**config.mk**
```make
export PLATFORM = sky130hd
export DESIGN_NAME = sample_serial_device_flat
export DESIGN_NICKNAME = d
export VERILOG_FILES = /design/src/sample_serial_pkg.sv /design/src/sample_serial_if.sv /design/src/sample_serial_device.sv /design/src/flat_wrapper.sv
export SDC_FILE = /design/constraint.sdc
export NUM_CORES = 1
export LEC_CHECK = 0
export ABC_AREA = 1
export BUFFER_PORTS_ARGS = -buffer_cell sky130_fd_sc_hd__clkbuf_2
export CELL_PAD_IN_SITES_DETAIL_PLACEMENT = 2
export CELL_PAD_IN_SITES_GLOBAL_PLACEMENT = 2
export CORE_ASPECT_RATIO = 0.5
export CORE_MARGIN = 5
export CORE_UTILIZATION = 34
export DETAILED_ROUTE_END_ITERATION = 7
export MAX_ROUTING_LAYER = met4
export PLACE_DENSITY = 0.87
export RECOVER_POWER = 25
export SLEW_MARGIN = 15
export SYNTH_ARGS = -nofsm -noshare
export SYNTH_HDL_FRONTEND = slang
export SYNTH_SLANG_ARGS = --single-unit
```
**constraint.sdc**
```tcl
create_clock -name clk -period 4 [get_ports clk]
set_input_delay 0.6 -clock clk [delete_from_list [all_inputs] [get_ports clk]]
set_output_delay 0.6 -clock clk [all_outputs]
set_load 0.005 [all_outputs]
```
**src/sample_serial_pkg.sv**
```systemverilog
// Shared types, timing constants and lane mapping for the sample serial link.
package sample_serial_pkg;

   // Clock and link clock timing.
   localparam int CLK_PERIOD_PS = 8000;
   localparam int LINK_PERIOD_PS = 128000;
   localparam int SE_MAX_CLK_KHZ = 80000;
   localparam int DIFF_MAX_CLK_KHZ = 491520;
   localparam int SE_MIN_PERIOD_PS = (1000000000 + SE_MAX_CLK_KHZ - 1)
      / SE_MAX_CLK_KHZ;
   localparam int DIFF_MIN_PERIOD_PS = (1000000000 + DIFF_MAX_CLK_KHZ - 1)
      / DIFF_MAX_CLK_KHZ;
   localparam int NOM_HALF = (LINK_PERIOD_PS / 2 + CLK_PERIOD_PS - 1)
      / CLK_PERIOD_PS;
   localparam int MIN_HALF = (SE_MIN_PERIOD_PS / 2 + CLK_PERIOD_PS - 1)
      / CLK_PERIOD_PS;
   localparam logic [3:0] LINK_HALF =
      4'(NOM_HALF > MIN_HALF ? NOM_HALF : MIN_HALF);
   localparam logic [3:0] LINK_LAST = 4'(LINK_HALF - 4'h1);
   localparam logic [3:0] LINK_MID = 4'(LINK_HALF >> 1);

   // Pad delay cells.
   localparam logic [2:0] DELAY_MAX_STEP = 3'h7;
   localparam int DELAY_STEP_PS_DIFF = 90;
   localparam int DELAY_STEP_PS_SE = 170;

   // Sample word layout: I in the upper half, Q in the lower half.
   localparam int I_BASE = 16;
   localparam int Q_BASE = 0;
   localparam logic [31:0] EXT12_MASK = 32'hFFF0_FFF0;

   // Bit positions of the synchronised pin vector.
   localparam int PIN_CLK = 5;
   localparam int PIN_STROBE = 4;

   typedef enum logic [3:0] {
      MODE_SE1 = 4'b0001,
      MODE_SE4 = 4'b0010,
      MODE_DIFF1 = 4'b0100,
      MODE_DIFF2 = 4'b1000
   } laneMode_e;

   typedef enum logic [2:0] {
      FMT_IQ = 3'b001,
      FMT_SYM16 = 3'b010,
      FMT_SYM8 = 3'b100
   } dataFmt_e;

   typedef struct packed {
      laneMode_e mode;
      dataFmt_e fmt;
      logic ddr;
      logic width12;
      logic qFirst;
      logic lsbFirst;
      logic strobeLevel;
   } chanCfg_s;

   // Sending end of one channel, with a one-word holding register.
   typedef struct packed {
      chanCfg_s cfg;
      logic [3:0] div;
      logic lclk;
      logic strobe;
      logic [3:0] data;
      logic [5:0] k;
      logic busy;
      logic [31:0] word;
      logic [31:0] hold;
      logic full;
      logic ready;
      logic err;
   } serEng_s;

   // Receiving end of one channel.
   typedef struct packed {
      chanCfg_s cfg;
      logic [5:0] sync1;
      logic [5:0] sync2;
      logic [5:0] prev;
      logic lastStrb;
      logic [5:0] k;
      logic busy;
      logic [31:0] word;
      logic [31:0] outWord;
      logic outValid;
      logic err;
   } desEng_s;

   function automatic logic isDiff(chanCfg_s c);
      return c.mode == MODE_DIFF1 || c.mode == MODE_DIFF2;
   endfunction

   function automatic logic isDdr(chanCfg_s c);
      return c.ddr || isDiff(c);
   endfunction

   function automatic logic legal(chanCfg_s c);
      logic ok;
      ok = 1'b1;
      if ((c.mode == MODE_SE4 || isDiff(c)) && c.fmt != FMT_IQ) ok = 1'b0;
      if (c.width12 && c.mode != MODE_DIFF2) ok = 1'b0;
      return ok;
   endfunction

   function automatic logic [2:0] laneCount(chanCfg_s c);
      case (c.mode)
         MODE_SE4: return 3'h4;
         MODE_DIFF2: return 3'h2;
         default: return 3'h1;
      endcase
   endfunction

   function automatic logic [5:0] bitsPerLane(chanCfg_s c);
      case (c.mode)
         MODE_SE4: return 6'h08;
         MODE_DIFF2: return c.width12 ? 6'h0c : 6'h10;
         default: begin
            case (c.fmt)
               FMT_SYM16: return 6'h10;
               FMT_SYM8: return 6'h08;
               default: return 6'h20;
            endcase
         end
      endcase
   endfunction

   // Word bit carried as the k-th bit on a lane.
   function automatic logic [4:0] bitPos(chanCfg_s c, int lane, int k);
      int b;
      int w;
      int n;
      int p;
      b = 0;
      w = c.width12 ? 12 : 16;
      n = int'(bitsPerLane(c));
      p = 0;
      case (c.mode)
         MODE_SE4: begin
            b = (lane < 2 ? I_BASE : Q_BASE) + (lane % 2) * 8;
            p = b + (c.lsbFirst ? k : 7 - k);
         end
         MODE_DIFF2: begin
            b = lane == 0 ? I_BASE : Q_BASE;
            p = b + (c.lsbFirst ? 16 - w + k : 15 - k);
         end
         default: begin
            if (c.fmt == FMT_IQ) begin
               b = ((k < 16) != c.qFirst) ? I_BASE : Q_BASE;
               p = b + (c.lsbFirst ? k % 16 : 15 - k % 16);
            end else begin
               p = c.lsbFirst ? k : n - 1 - k;
            end
         end
      endcase
      return 5'(p);
   endfunction

endpackage

```
**src/sample_serial_if.sv**
```systemverilog
// Link wires between the transceiver end and the baseband end.
`timescale 1ns/1ps
interface sample_serial_if;
   logic [1:0] rxClk;
   logic [1:0] rxStrobe;
   logic [1:0][3:0] rxData;
   logic [1:0] txClk;
   logic [1:0] txStrobe;
   logic [1:0][3:0] txData;

   modport device (
      output rxClk, rxStrobe, rxData,
      input txClk, txStrobe, txData
   );

   modport host (
      input rxClk, rxStrobe, rxData,
      output txClk, txStrobe, txData
   );
endinterface

```
**src/sample_serial_device.sv**
```systemverilog
// Transceiver end: sends two receive channels, recovers two transmit ones.
`timescale 1ns/1ps
// Functional notes
// - Two receive, two transmit channels, independently configured.
// - Each channel drives one pad variant only.
// - Single-ended port: SDR or DDR, clock limited.
// - One lane carries whole word, 32 for I/Q.
// - Four lanes only for 16-bit I/Q.
// - Four lanes carry one byte each.
// - Differential port always DDR, clock limited.
// - Differential one lane carries 32-bit I/Q.
// - Differential two lanes split I, Q; 16/12.
// - 12-bit mode rounds receive, extends transmit samples.
// - Per-channel pad delay step zero to seven.
// - Strobe marks first bit of each word.
// - I/Q order and bit order selectable.
// - DDR carries one bit per edge.
module sample_serial_device (
   // Clock and reset
   input wire logic clk,
   input wire logic arst_n,
   // Link
   sample_serial_if.device link,
   // Receive samples to send
   input wire logic [1:0] rxValid,
   input wire logic [1:0][31:0] rxWord,
   output logic [1:0] rxReady,
   // Transmit samples recovered
   output logic [1:0] txValid,
   output logic [1:0][31:0] txWord,
   // Channel configuration
   input wire logic [1:0] rxEnable,
   input wire logic [1:0] txEnable,
   input wire sample_serial_pkg::chanCfg_s [1:0] rxCfg,
   input wire sample_serial_pkg::chanCfg_s [1:0] txCfg,
   input wire logic [3:0][2:0] delayStep,
   // Pad control and status
   output logic [3:0] seActive,
   output logic [3:0] diffActive,
   output logic [3:0][2:0] padDelay,
   output logic [3:0] cfgError
);

   typedef struct packed {
      sample_serial_pkg::serEng_s [1:0] rx;
      sample_serial_pkg::desEng_s [1:0] tx;
      logic [3:0] seAct;
      logic [3:0] diffAct;
      logic [3:0][2:0] delay;
   } devState_s;

   devState_s s;
   devState_s next_s;

   // Rounds a component to 12 bits, kept left aligned, with saturation.
   function automatic logic [15:0] round12(logic [15:0] x);
      if ($signed(x) > $signed(16'h7FF7)) return 16'h7FF0;
      return 16'(x + 16'h0008) & 16'hFFF0;
   endfunction

   always_comb begin
      logic [5:0] n;
      logic [2:0] nl;
      logic [31:0] w;
      logic [5:0] kk;
      logic st;
      logic upd;
      logic smp;
      sample_serial_pkg::chanCfg_s c;
      n = 6'h00;
      nl = 3'h0;
      w = 32'h0000_0000;
      kk = 6'h00;
      st = 1'b0;
      upd = 1'b0;
      smp = 1'b0;
      c = s.rx[0].cfg;
      next_s = s;
      for (int ch = 0; ch < 2; ch++) begin
         // Sending side of receive channel ch.
         if (!rxEnable[ch]) begin
            next_s.rx[ch] = '0;
            next_s.rx[ch].cfg = rxCfg[ch];
         end else if (!sample_serial_pkg::legal(s.rx[ch].cfg)) begin
            next_s.rx[ch].err = 1'b1;
         end else begin
            c = s.rx[ch].cfg;
            n = sample_serial_pkg::bitsPerLane(c);
            nl = sample_serial_pkg::laneCount(c);
            next_s.rx[ch].err = 1'b0;
            if (s.rx[ch].div == sample_serial_pkg::LINK_LAST) begin
               next_s.rx[ch].div = 4'h0;
               next_s.rx[ch].lclk = !s.rx[ch].lclk;
            end else begin
               next_s.rx[ch].div = 4'(s.rx[ch].div + 4'h1);
            end
            upd = s.rx[ch].div == sample_serial_pkg::LINK_MID
               && (sample_serial_pkg::isDdr(c) || s.rx[ch].lclk);
            if (rxValid[ch] && s.rx[ch].ready) begin
               next_s.rx[ch].full = 1'b1;
               next_s.rx[ch].hold = rxWord[ch];
               if (c.mode == sample_serial_pkg::MODE_DIFF2 && c.width12) begin
                  next_s.rx[ch].hold = {round12(rxWord[ch][31:16]),
                     round12(rxWord[ch][15:0])};
               end
            end
            if (upd) begin
               if (s.rx[ch].busy && s.rx[ch].k != 6'(n - 6'h01)) begin
                  next_s.rx[ch].k = 6'(s.rx[ch].k + 6'h01);
               end else if (s.rx[ch].full) begin
                  next_s.rx[ch].word = s.rx[ch].hold;
                  next_s.rx[ch].k = 6'h00;
                  next_s.rx[ch].busy = 1'b1;
                  next_s.rx[ch].full = 1'b0;
               end else begin
                  next_s.rx[ch].busy = 1'b0;
               end
               kk = next_s.rx[ch].k;
               w = next_s.rx[ch].word;
               for (int l = 0; l < 4; l++) begin
                  next_s.rx[ch].data[l] = next_s.rx[ch].busy && l < int'(nl)
                     && w[sample_serial_pkg::bitPos(c, l, int'(kk))];
               end
               next_s.rx[ch].strobe = next_s.rx[ch].busy
                  && (c.strobeLevel ? kk < (n >> 1) : kk == 6'h00);
            end
            next_s.rx[ch].ready = !next_s.rx[ch].full;
         end

         // Receiving side of transmit channel ch; pins pass two flops.
         next_s.tx[ch].sync1 = {link.txClk[ch], link.txStrobe[ch],
            link.txData[ch]};
         next_s.tx[ch].sync2 = s.tx[ch].sync1;
         next_s.tx[ch].prev = s.tx[ch].sync2;
         next_s.tx[ch].outValid = 1'b0;
         if (!txEnable[ch]) begin
            next_s.tx[ch].cfg = txCfg[ch];
            next_s.tx[ch].busy = 1'b0;
            next_s.tx[ch].lastStrb = 1'b0;
            next_s.tx[ch].err = 1'b0;
         end else if (!sample_serial_pkg::legal(s.tx[ch].cfg)) begin
            next_s.tx[ch].err = 1'b1;
         end else begin
            c = s.tx[ch].cfg;
            n = sample_serial_pkg::bitsPerLane(c);
            nl = sample_serial_pkg::laneCount(c);
            next_s.tx[ch].err = 1'b0;
            smp = sample_serial_pkg::isDdr(c)
               ? s.tx[ch].sync2[5] != s.tx[ch].prev[5]
               : s.tx[ch].sync2[5] && !s.tx[ch].prev[5];
            if (smp) begin
               st = s.tx[ch].sync2[4] && !s.tx[ch].lastStrb;
               next_s.tx[ch].lastStrb = s.tx[ch].sync2[4];
               if (st || s.tx[ch].busy) begin
                  w = st ? 32'h0000_0000 : s.tx[ch].word;
                  kk = st ? 6'h00 : s.tx[ch].k;
                  for (int l = 0; l < 4; l++) begin
                     if (l < int'(nl)) begin
                        w[sample_serial_pkg::bitPos(c, l, int'(kk))] =
                           s.tx[ch].sync2[l];
                     end
                  end
                  if (kk == 6'(n - 6'h01)) begin
                     next_s.tx[ch].busy = 1'b0;
                     next_s.tx[ch].outValid = 1'b1;
                     next_s.tx[ch].outWord = w;
                     if (c.mode == sample_serial_pkg::MODE_DIFF2
                        && c.width12) begin
                        next_s.tx[ch].outWord =
                           w & sample_serial_pkg::EXT12_MASK;
                     end
                  end else begin
                     next_s.tx[ch].busy = 1'b1;
                     next_s.tx[ch].k = 6'(kk + 6'h01);
                     next_s.tx[ch].word = w;
                  end
               end
            end
         end
      end

      // Pad variant and delay per channel: rx0, rx1, tx0, tx1.
      for (int i = 0; i < 4; i++) begin
         c = i < 2 ? next_s.rx[i % 2].cfg : next_s.tx[i % 2].cfg;
         st = i < 2 ? rxEnable[i % 2] : txEnable[i % 2];
         next_s.seAct[i] = st && !sample_serial_pkg::isDiff(c);
         next_s.diffAct[i] = st && sample_serial_pkg::isDiff(c);
         next_s.delay[i] = delayStep[i];
      end
   end

   always_ff @(posedge clk or negedge arst_n) begin
      if (!arst_n) begin
         s <= '0;
      end else begin
         s <= next_s;
      end
   end

   assign link.rxClk = {s.rx[1].lclk, s.rx[0].lclk};
   assign link.rxStrobe = {s.rx[1].strobe, s.rx[0].strobe};
   assign link.rxData = {s.rx[1].data, s.rx[0].data};
   assign rxReady = {s.rx[1].ready, s.rx[0].ready};
   assign txValid = {s.tx[1].outValid, s.tx[0].outValid};
   assign txWord = {s.tx[1].outWord, s.tx[0].outWord};
   assign seActive = s.seAct;
   assign diffActive = s.diffAct;
   assign padDelay = s.delay;
   assign cfgError = {s.tx[1].err, s.tx[0].err, s.rx[1].err, s.rx[0].err};

endmodule

```
**src/flat_wrapper.sv**
```systemverilog
// flat-port wrapper written by rule: the top's interface ports become plain ports
module sample_serial_device_flat 
  (clk, arst_n, rxValid, rxWord, rxReady, txValid, txWord, rxEnable, txEnable, rxCfg, txCfg, delayStep, seActive, diffActive, padDelay, cfgError, link_rxClk, link_rxStrobe, link_rxData, link_txClk, link_txStrobe, link_txData);
  sample_serial_if link_i ();
  input wire logic clk;
  input wire logic arst_n;
  input wire logic [1:0] rxValid;
  input wire logic [1:0][31:0] rxWord;
  output logic [1:0] rxReady;
  output logic [1:0] txValid;
  output logic [1:0][31:0] txWord;
  input wire logic [1:0] rxEnable;
  input wire logic [1:0] txEnable;
  input wire sample_serial_pkg::chanCfg_s [1:0] rxCfg;
  input wire sample_serial_pkg::chanCfg_s [1:0] txCfg;
  input wire logic [3:0][2:0] delayStep;
  output logic [3:0] seActive;
  output logic [3:0] diffActive;
  output logic [3:0][2:0] padDelay;
  output logic [3:0] cfgError;
  output wire logic [$bits(link_i.rxClk)-1:0] link_rxClk;
  output wire logic [$bits(link_i.rxStrobe)-1:0] link_rxStrobe;
  output wire logic [$bits(link_i.rxData)-1:0] link_rxData;
  input wire logic [$bits(link_i.txClk)-1:0] link_txClk;
  input wire logic [$bits(link_i.txStrobe)-1:0] link_txStrobe;
  input wire logic [$bits(link_i.txData)-1:0] link_txData;
  assign link_rxClk = link_i.rxClk;
  assign link_rxStrobe = link_i.rxStrobe;
  assign link_rxData = link_i.rxData;
  assign link_i.txClk = link_txClk;
  assign link_i.txStrobe = link_txStrobe;
  assign link_i.txData = link_txData;
  sample_serial_device u_core (.clk(clk), .arst_n(arst_n), .link(link_i), .rxValid(rxValid), .rxWord(rxWord), .rxReady(rxReady), .txValid(txValid), .txWord(txWord), .rxEnable(rxEnable), .txEnable(txEnable), .rxCfg(rxCfg), .txCfg(txCfg), .delayStep(delayStep), .seActive(seActive), .diffActive(diffActive), .padDelay(padDelay), .cfgError(cfgError));
endmodule
```
==> results.py, run 1 <==
metrics = {
    "outcome": {
        "status": "finished with violations",
        "violations": "capacitance limit, slew limit",
    },
    "routing": {
        "drc_errors": 0,
        "dr.first_iter.drc_count": 1566,
        "detail_route.wl_per_cell_um": 20.9,
        "ant_nets": 0,
        "routed_wirelength_um": 108000,
        "vias_per_cell": 5.48,
        "first_pass_iters": 5,
        "vias": 28400,
    },
    "synthesis": {
        "ys_seq_elements": 408,
        "syn_nets": 4173,
        "synthArstFlopShare_pct": 100,
        "seq_area_frac_synth_pct": 37.7,
        "syn_area_per_cell_sq_um": 6.80,
        "synth.distinct_cells": 54,
        "synth_top_flop_cell": "dfrtp_1",
        "yosys_warnings": 0,
        "netlist_instances": 3984,
        "synth_area_sq_um": 27100,
        "synth_edf_count": 0,
    },
    "finish": {
        "n_antenna_cell": 0,
        "nFillCells": 9511,
        "nNetsFinal": 4284,
        "layout-drive-gt1-share_pct": 13.0,
        "final_util_pct": 38.4,
        "postLayoutCellArea_sq_um": 30400,
        "multiInputGateArea_sq_um": 14000,
        "regArea_sq_um": 10200,
        "final_cells": 5178,
        "area_delta_synth_final_pct": 12.2,
    },
    "sta": {
        "slew_viol_final": 64,
        "slew_headroom_pct": -29.7,
        "fin_setup_tns_ns": 0,
        "grt_setup_unrepaired": "yes",
        "max_freq_ghz": 0.262,
        "fin_ws_ns": 0.186,
        "hold_viol": 0,
        "setup-violations-final": 0,
        "period_minus_slack_ns": 3.81,
        "period_share_pct": 95.3,
        "finalClockSkew_ns": 0.0392,
        "worst_slew_pin_slew_ns": 1.95,
    },
    "clock_network": {
        "cts_root_buf": "clkbuf_16",
        "cts_tree": "yes",
        "htree_levels": 2,
        "cts.sink_count": 408,
        "cts_buffer_depth": 3,
        "cts_inserted_buffers": 42,
        "clkTransAtPathRegs_ns": 0.07,
        "clock_latency_ns": 0.62,
    },
    "worst_setup_path": {
        "required_ns": 4.48,
        "path_class": "flop to flop",
        "crit_arrival_ns": 4.29,
        "rr_worst_depth": 23,
        "endpoint_kind": "flop",
        "start_kind": "flop",
        "crit_fanout": 6,
    },
    "placed_design": {
        "place_congestion": 0.871,
        "hpwl_um": 75100,
        "place_ws_ns": 0.0523,
        "numPlacedInstances": 5081,
        "dpl_cell_area_sq_um": 28700,
        "port_buffers": 245,
    },
    "die": {
        "core_area_sq_um": 79200,
        "fp.dieW_um": 409,
        "start_util_pct": 34.2,
        "dieArea_sq_um": 85800,
        "die_h_um": 210,
        "io_pins": 248,
        "fp-row-count": 73,
    },
    "global_routing": {
        "grt_pass1_vias": 31700,
        "grt_pass1_wl_um": 172000,
        "grt_max_degree": 92,
        "grt_overflow": 0,
        "grt_usage_pct": 25.1,
        "antenna_found_initial": 0,
    },
    "pwr": {
        "p_leak_nw": 15.3,
        "ir_worst_vdd_v": 0.000252,
        "power.density_nw_per_um2": 405,
    },
    "job": {
        "drv_cap": 1,
    },
    "min_path": {
        "min_path_cells": 1,
        "hold_class": "primary input to flop",
    },
}
[area by class of cell]
class,instances,area share [%]
Clock buffer,50,3.72
Sequential cell,408,33.6
Timing Repair Buffer,335,6.37
Multi-Input combinational cell,2909,46.2
Tap cell,1050,4.32
Inverter,399,4.95
Clock inverter,27,0.914
[placed cells by master, fill, tap and decap left out, types with 22 or more instances in the layout]
cell type,n
ha_1,41
nand2_1,1223
xor2_1,41
a21oi_1,130
nand2_2,25
o21ai_1,23
nor3_1,28
buf_4,82
nor2_1,337
nand3_1,445
clkbuf_2,236
o22ai_1,64
o21ai_0,266
dfrtp_1,408
clkbuf_16,42
inv_1,363
nor2_2,25
inv_2,22
a31oi_1,29
nand4_1,72
[flip-flops by register name, indices dropped and copies added (netlist names), 4 cells and up]
register / cells
u_core.next_s: 24
u_core.s: 280
u_core.link.rxData: 8
u_core.cfgError: 4
u_core.padDelay: 12
u_core.seActive: 4
u_core.diffActive: 4
u_core.txWord: 64
[power by group]
| group | internal (mW) | total [mW] | switching (mW) |
|---|---|---|---|
| sequential | 4.41 | 4.61 | 0.202 |
| clock | 2.30 | 4.25 | 1.95 |
| combinational | 0.978 | 3.46 | 2.49 |
[per-stage QoR]
stage / hold slack, ns / total power [mW]
final: 0.0911 / 12.3
after global routing: 0.0580 / 13.0
after CTS: 0.0493 / 12.3
after detailed placement: 0.340 / 7.97
after global placement: 0.334 / 7.75
after floorplan: 0.304 / 6.76
[cells in the mapped netlist, types with 21 or more instances]
cell type / number / area share, %
nand2_1: 1228 / 17
a21oi_1: 132 / 2.4
xor2_1: 41 / 1.3
nand3_1: 447 / 8.3
nor2_1: 351 / 4.9
o21ai_1: 21 / 0.39
nand2_2: 24 / 0.55
ha_1: 41 / 1.9
a31oi_1: 32 / 0.74
dfrtp_1: 408 / 38
inv_1: 368 / 5.1
buf_2: 37 / 0.68
nand4_1: 72 / 1.7
buf_4: 111 / 3.1
o22ai_1: 64 / 1.5
o21ai_0: 268 / 4.9
clkbuf_1: 103 / 1.4
nor3_1: 28 / 0.52
[worst max-delay path: stages (launching register included)]
cell	delay, ns
dfrtp_1	0.41
nor2_2	0.23
nand2_2	0.17
nand2_2	0.18
o21bai_1	0.09
nand2_1	0.09
nor2_2	0.06
nand2_4	0.12
nand3_1	0.14
nand2_2	0.18
ha_1	0.16
inv_1	0.05
fa_1	0.42
or2_2	0.32
nand3_1	0.09
a21oi_1	0.09
o21ai_0	0.12
nand2_1	0.14
nor2_4	0.16
inv_1	0.08
nand2_1	0.10
nand3_1	0.11
nand3_1	0.12
nand2_1	0.06
[timing repair]
action,CTS,global route
hold endpoints to repair,45,0
buffers inserted,0,19
endpoints found under the setup margin,3,134
pin swaps,0,9
resized for setup,2,47
hold buffers,1,0
[cell families (layout without fill, tap and decap cells)]
group                    count (synthesis)  in the layout  synth area share, %
buffers and inverters                  667            811                 11.1
flip-flops                             408            408                 37.7
AND/OR/NAND/NOR                       2233           2233                 35.5
AO/OA/AOI/OAI                          571            571                 11.6
XOR/XNOR                                59             59                 1.91
multiplexers                             1              1               0.0369
adder cells (fa/ha/maj)                 45             45                 2.19
[worst paths after layout]
check	endpoint	from	slack, ns
setup reg to reg	u_core.link.rxData[1]$_DFFE_PN0P_	u_core.s[321]$_DFF_PN0_	0.19
hold / removal	u_core.next_s[100]$_DFF_PN0_	link_txData[0]	0.09
hold reg to reg	u_core.next_s[201]$_DFF_PN0_	u_core.next_s[207]$_DFF_PN0_	0.35
max in group asynchronous	u_core.s[413]$_DFFE_PN0N_	arst_n	0.81
setup / recovery	u_core.link.rxData[1]$_DFFE_PN0P_	u_core.s[321]$_DFF_PN0_	0.19
min in group asynchronous	u_core.cfgError[3]$_DFF_PN0_	arst_n	1.09
[routing by layer]
| metal | wire length (um) | track usage, % | share of wire [%] | vias to the layer above |
|---|---|---|---|---|
| li1 | - | - | - | 13100 |
| met4 | 3780 | 8.89 | 3.5 | 0 |
| met3 | 3720 | 2.99 | 3.4 | 242 |
| met5 | 0 | - | 0 | - |
| met2 | 55100 | 44.9 | 51 | 550 |
| met1 | 45600 | 29.1 | 42 | 14500 |
Power figures use the tool's default switching activity.
==> run 2, diff against run 1 <==
--- a/config.mk
+++ b/config.mk
@@ -13,9 +13,10 @@
 export CORE_MARGIN = 5
 export CORE_UTILIZATION = 34
 export DETAILED_ROUTE_END_ITERATION = 7
+export GPL_ROUTABILITY_DRIVEN = 0
 export MAX_ROUTING_LAYER = met4
 export PLACE_DENSITY = 0.87
-export RECOVER_POWER = 25
+export RECOVER_POWER = 50
 export SLEW_MARGIN = 15
 export SYNTH_ARGS = -nofsm -noshare
 export SYNTH_HDL_FRONTEND = slang
==> run 2 against run 1 <==
The run now ends clean. Critical path type unchanged. Register-to-register slack better by 0.04 ns. Sequential share of layout area down 0.29 points. Design area up 0.88%. Clock power up 13%.
==> results.py, run 2 (synthesis gave the netlist of run 1 again) <==
metrics = {
    "sta": {
        "period_share_pct": 94.5,
        "grt_setup_unrepaired": "yes",
        "period_minus_slack_ns": 3.78,
        "setup-violations-final": 0,
        "slew_headroom_pct": 24.8,
        "hold_viol": 0,
        "slew_viol_final": 0,
        "whs_ns": 0.0964,
        "finalClockSkew_ns": 0.0196,
        "max_freq_ghz": 0.265,
        "fin_setup_tns_ns": 0,
        "worst_slew_pin_slew_ns": 1.13,
    },
    "die": {
        "fp.dieW_um": 409,
        "start_util_pct": 34.2,
        "core_area_sq_um": 79200,
        "fp-row-count": 73,
        "dieArea_sq_um": 85800,
        "die_h_um": 210,
        "io_pins": 248,
    },
    "routing": {
        "drc_errors": 0,
        "routed_wirelength_um": 109000,
        "detail_route.wl_per_cell_um": 21.1,
        "first_pass_iters": 5,
        "ant_nets": 0,
        "dr.first_iter.drc_count": 1478,
        "vias": 28400,
        "vias_per_cell": 5.48,
    },
    "worst_setup_path": {
        "crit_path_end": "u_core.txWord[63]$_DFFE_PN0P_",
        "slowest_stage": "fa_1",
        "crit_buf_inv": 3,
        "cp.depth": 24,
        "critPathMaxStageDelay_ns": 0.43,
        "crit_arrival_ns": 4.26,
        "crit_fanout": 8,
        "reg2reg_to": "u_core.txWord[63]$_DFFE_PN0P_",
        "endpoint_kind": "flop",
        "cp-startpoint": "u_core.s[225]$_DFF_PN0_",
        "r2r_start": "u_core.s[225]$_DFF_PN0_",
        "rr_worst_depth": 24,
        "required_ns": 4.48,
        "path_class": "flop to flop",
        "path_cells": "nor2_2 > nand3_2 > nand2_1 > inv_1 > o31ai_1 > nand2_1 > inv_1 > fa_1 > nand3_1 > nand3_1 > nand2_1 > nand3_1 > nand2_1 > nand2_2 > nand2_1 > inv_2 > nor2_1 > nand2_2 > nor2_4 > a21oi_1 > nand2_1 > nand2_1 > nand3_1 > nand2_1",
        "start_kind": "flop",
        "path_delay_family": "simple AND/OR/NAND/NOR gates",
        "cp_common_cell": "nand2_1",
        "r2r_setup_slack_ns": 0.22,
    },
    "pwr": {
        "p_leak_nw": 15.4,
        "power.density_nw_per_um2": 419,
        "ir_worst_vdd_v": 0.000304,
    },
    "global_routing": {
        "grt_pass1_wl_um": 175000,
        "met3_usage_pct": 2.88,
        "met2_usage_pct": 46.5,
        "grt_pass1_vias": 32000,
        "grtUsageMet1_pct": 29.9,
        "antenna_found_initial": 0,
        "grt_overflow": 0,
        "grt_usage_pct": 25.5,
        "grt_max_degree": 94,
        "grt.busiest_layer": "met2",
    },
    "job": {
        "drv_cap": 0,
    },
    "placed_design": {
        "port_buffers": 245,
        "hpwl_um": 75800,
        "dpl_cell_area_sq_um": 28700,
        "numPlacedInstances": 5082,
    },
    "outcome": {
        "status": "completed",
    },
    "finish": {
        "largest_reg_flops": 280,
        "final_cells": 5178,
        "nFillCells": 9513,
        "area_delta_synth_final_pct": 13.2,
        "layout-drive-gt1-share_pct": 13.3,
        "nNetsFinal": 4282,
        "n_antenna_cell": 0,
        "final_cell_mix": "nand2_1, nand3_1, dfrtp_1",
        "final_common_cell": "nand2_1",
        "postLayoutCellArea_sq_um": 30700,
        "top_register": "u_core.s",
    },
    "clock_network": {
        "cts_inserted_buffers": 45,
        "cts_root_buf": "clkbuf_16",
        "htree_levels": 2,
        "cts.sink_count": 408,
        "clock_latency_ns": 0.61,
        "cts_tree": "yes",
        "clkTransAtPathRegs_ns": 0.07,
        "cts_buffer_depth": 3,
    },
    "min_path": {
        "hold_class": "primary input to flop",
    },
}
[run 2: cell count changes in the layout (fill, tap and decap cells not counted), sizes merged]
cell      delta
bufinv       +6
clkbuf       -1
inv          -1
clkinvlp     -3
buf          -1
[run 2: layer usage]
layer	vias to the layer above	part of all wire, %
li1	13100	-
met1	14600	42
met2	527	52
met3	198	3.3
met4	0	2.5
met5	-	0
[run 2: where the power goes]
group          switching (mW)  internal (mW)
combinational            2.48          0.970
clock                    2.02           2.77
sequential              0.205           4.41
[run 2: worst min-delay path by stage]
stage                                 startpoint                           end  slack, ns  depth (start not counted)
floorplan                                 arst_n  u_core.cfgError[0]$_DFF_PN0_       0.30                          0
global placement    u_core.next_s[101]$_DFF_PN0_   u_core.next_s[95]$_DFF_PN0_       0.33                          0
detailed placement  u_core.next_s[206]$_DFF_PN0_  u_core.next_s[200]$_DFF_PN0_       0.34                          0
CTS                               link_txData[2]  u_core.next_s[102]$_DFF_PN0_       0.04                          1
global route                        delayStep[9]  u_core.padDelay[9]$_DFF_PN0_       0.05                          1
finish                            link_txData[2]  u_core.next_s[102]$_DFF_PN0_        0.1                          1
[run 2: timing repair]
| action | 4_1_cts | 5_1_grt |
|---|---|---|
| endpoints found under the hold margin | 14 | 0 |
| resized for setup | 6 | 56 |
| hold buffers | 1 | 0 |
| setup buffers | 2 | 11 |
| endpoints found under the setup margin | 22 | 111 |
| pin swaps | 1 | 10 |
[run 2: layout make-up]
| type | count | area [sq um] | area share, % |
|---|---|---|---|
| sequential | 408 | 10200 | 33.3 |
| timing repair buffer | 330 | 1950 | 6.35 |
| multi-input combinational | 2909 | 14100 | 45.9 |
| clock inverter | 29 | 440 | 1.44 |
| clock buffer | 53 | 1180 | 3.83 |
| tap | 1050 | 1310 | 4.28 |
| inverter | 399 | 1510 | 4.92 |
[run 2: through the flow]
step                setup WS (ns)  util [%]  power [mW]
floorplan                   0.736         -        6.76
global placement            0.258      36.3        7.73
detailed placement        -0.0275      36.3        7.95
CTS                       0.00486      38.4        12.9
global route              -0.0315      38.7        13.5
finish                      0.222      38.7        12.9
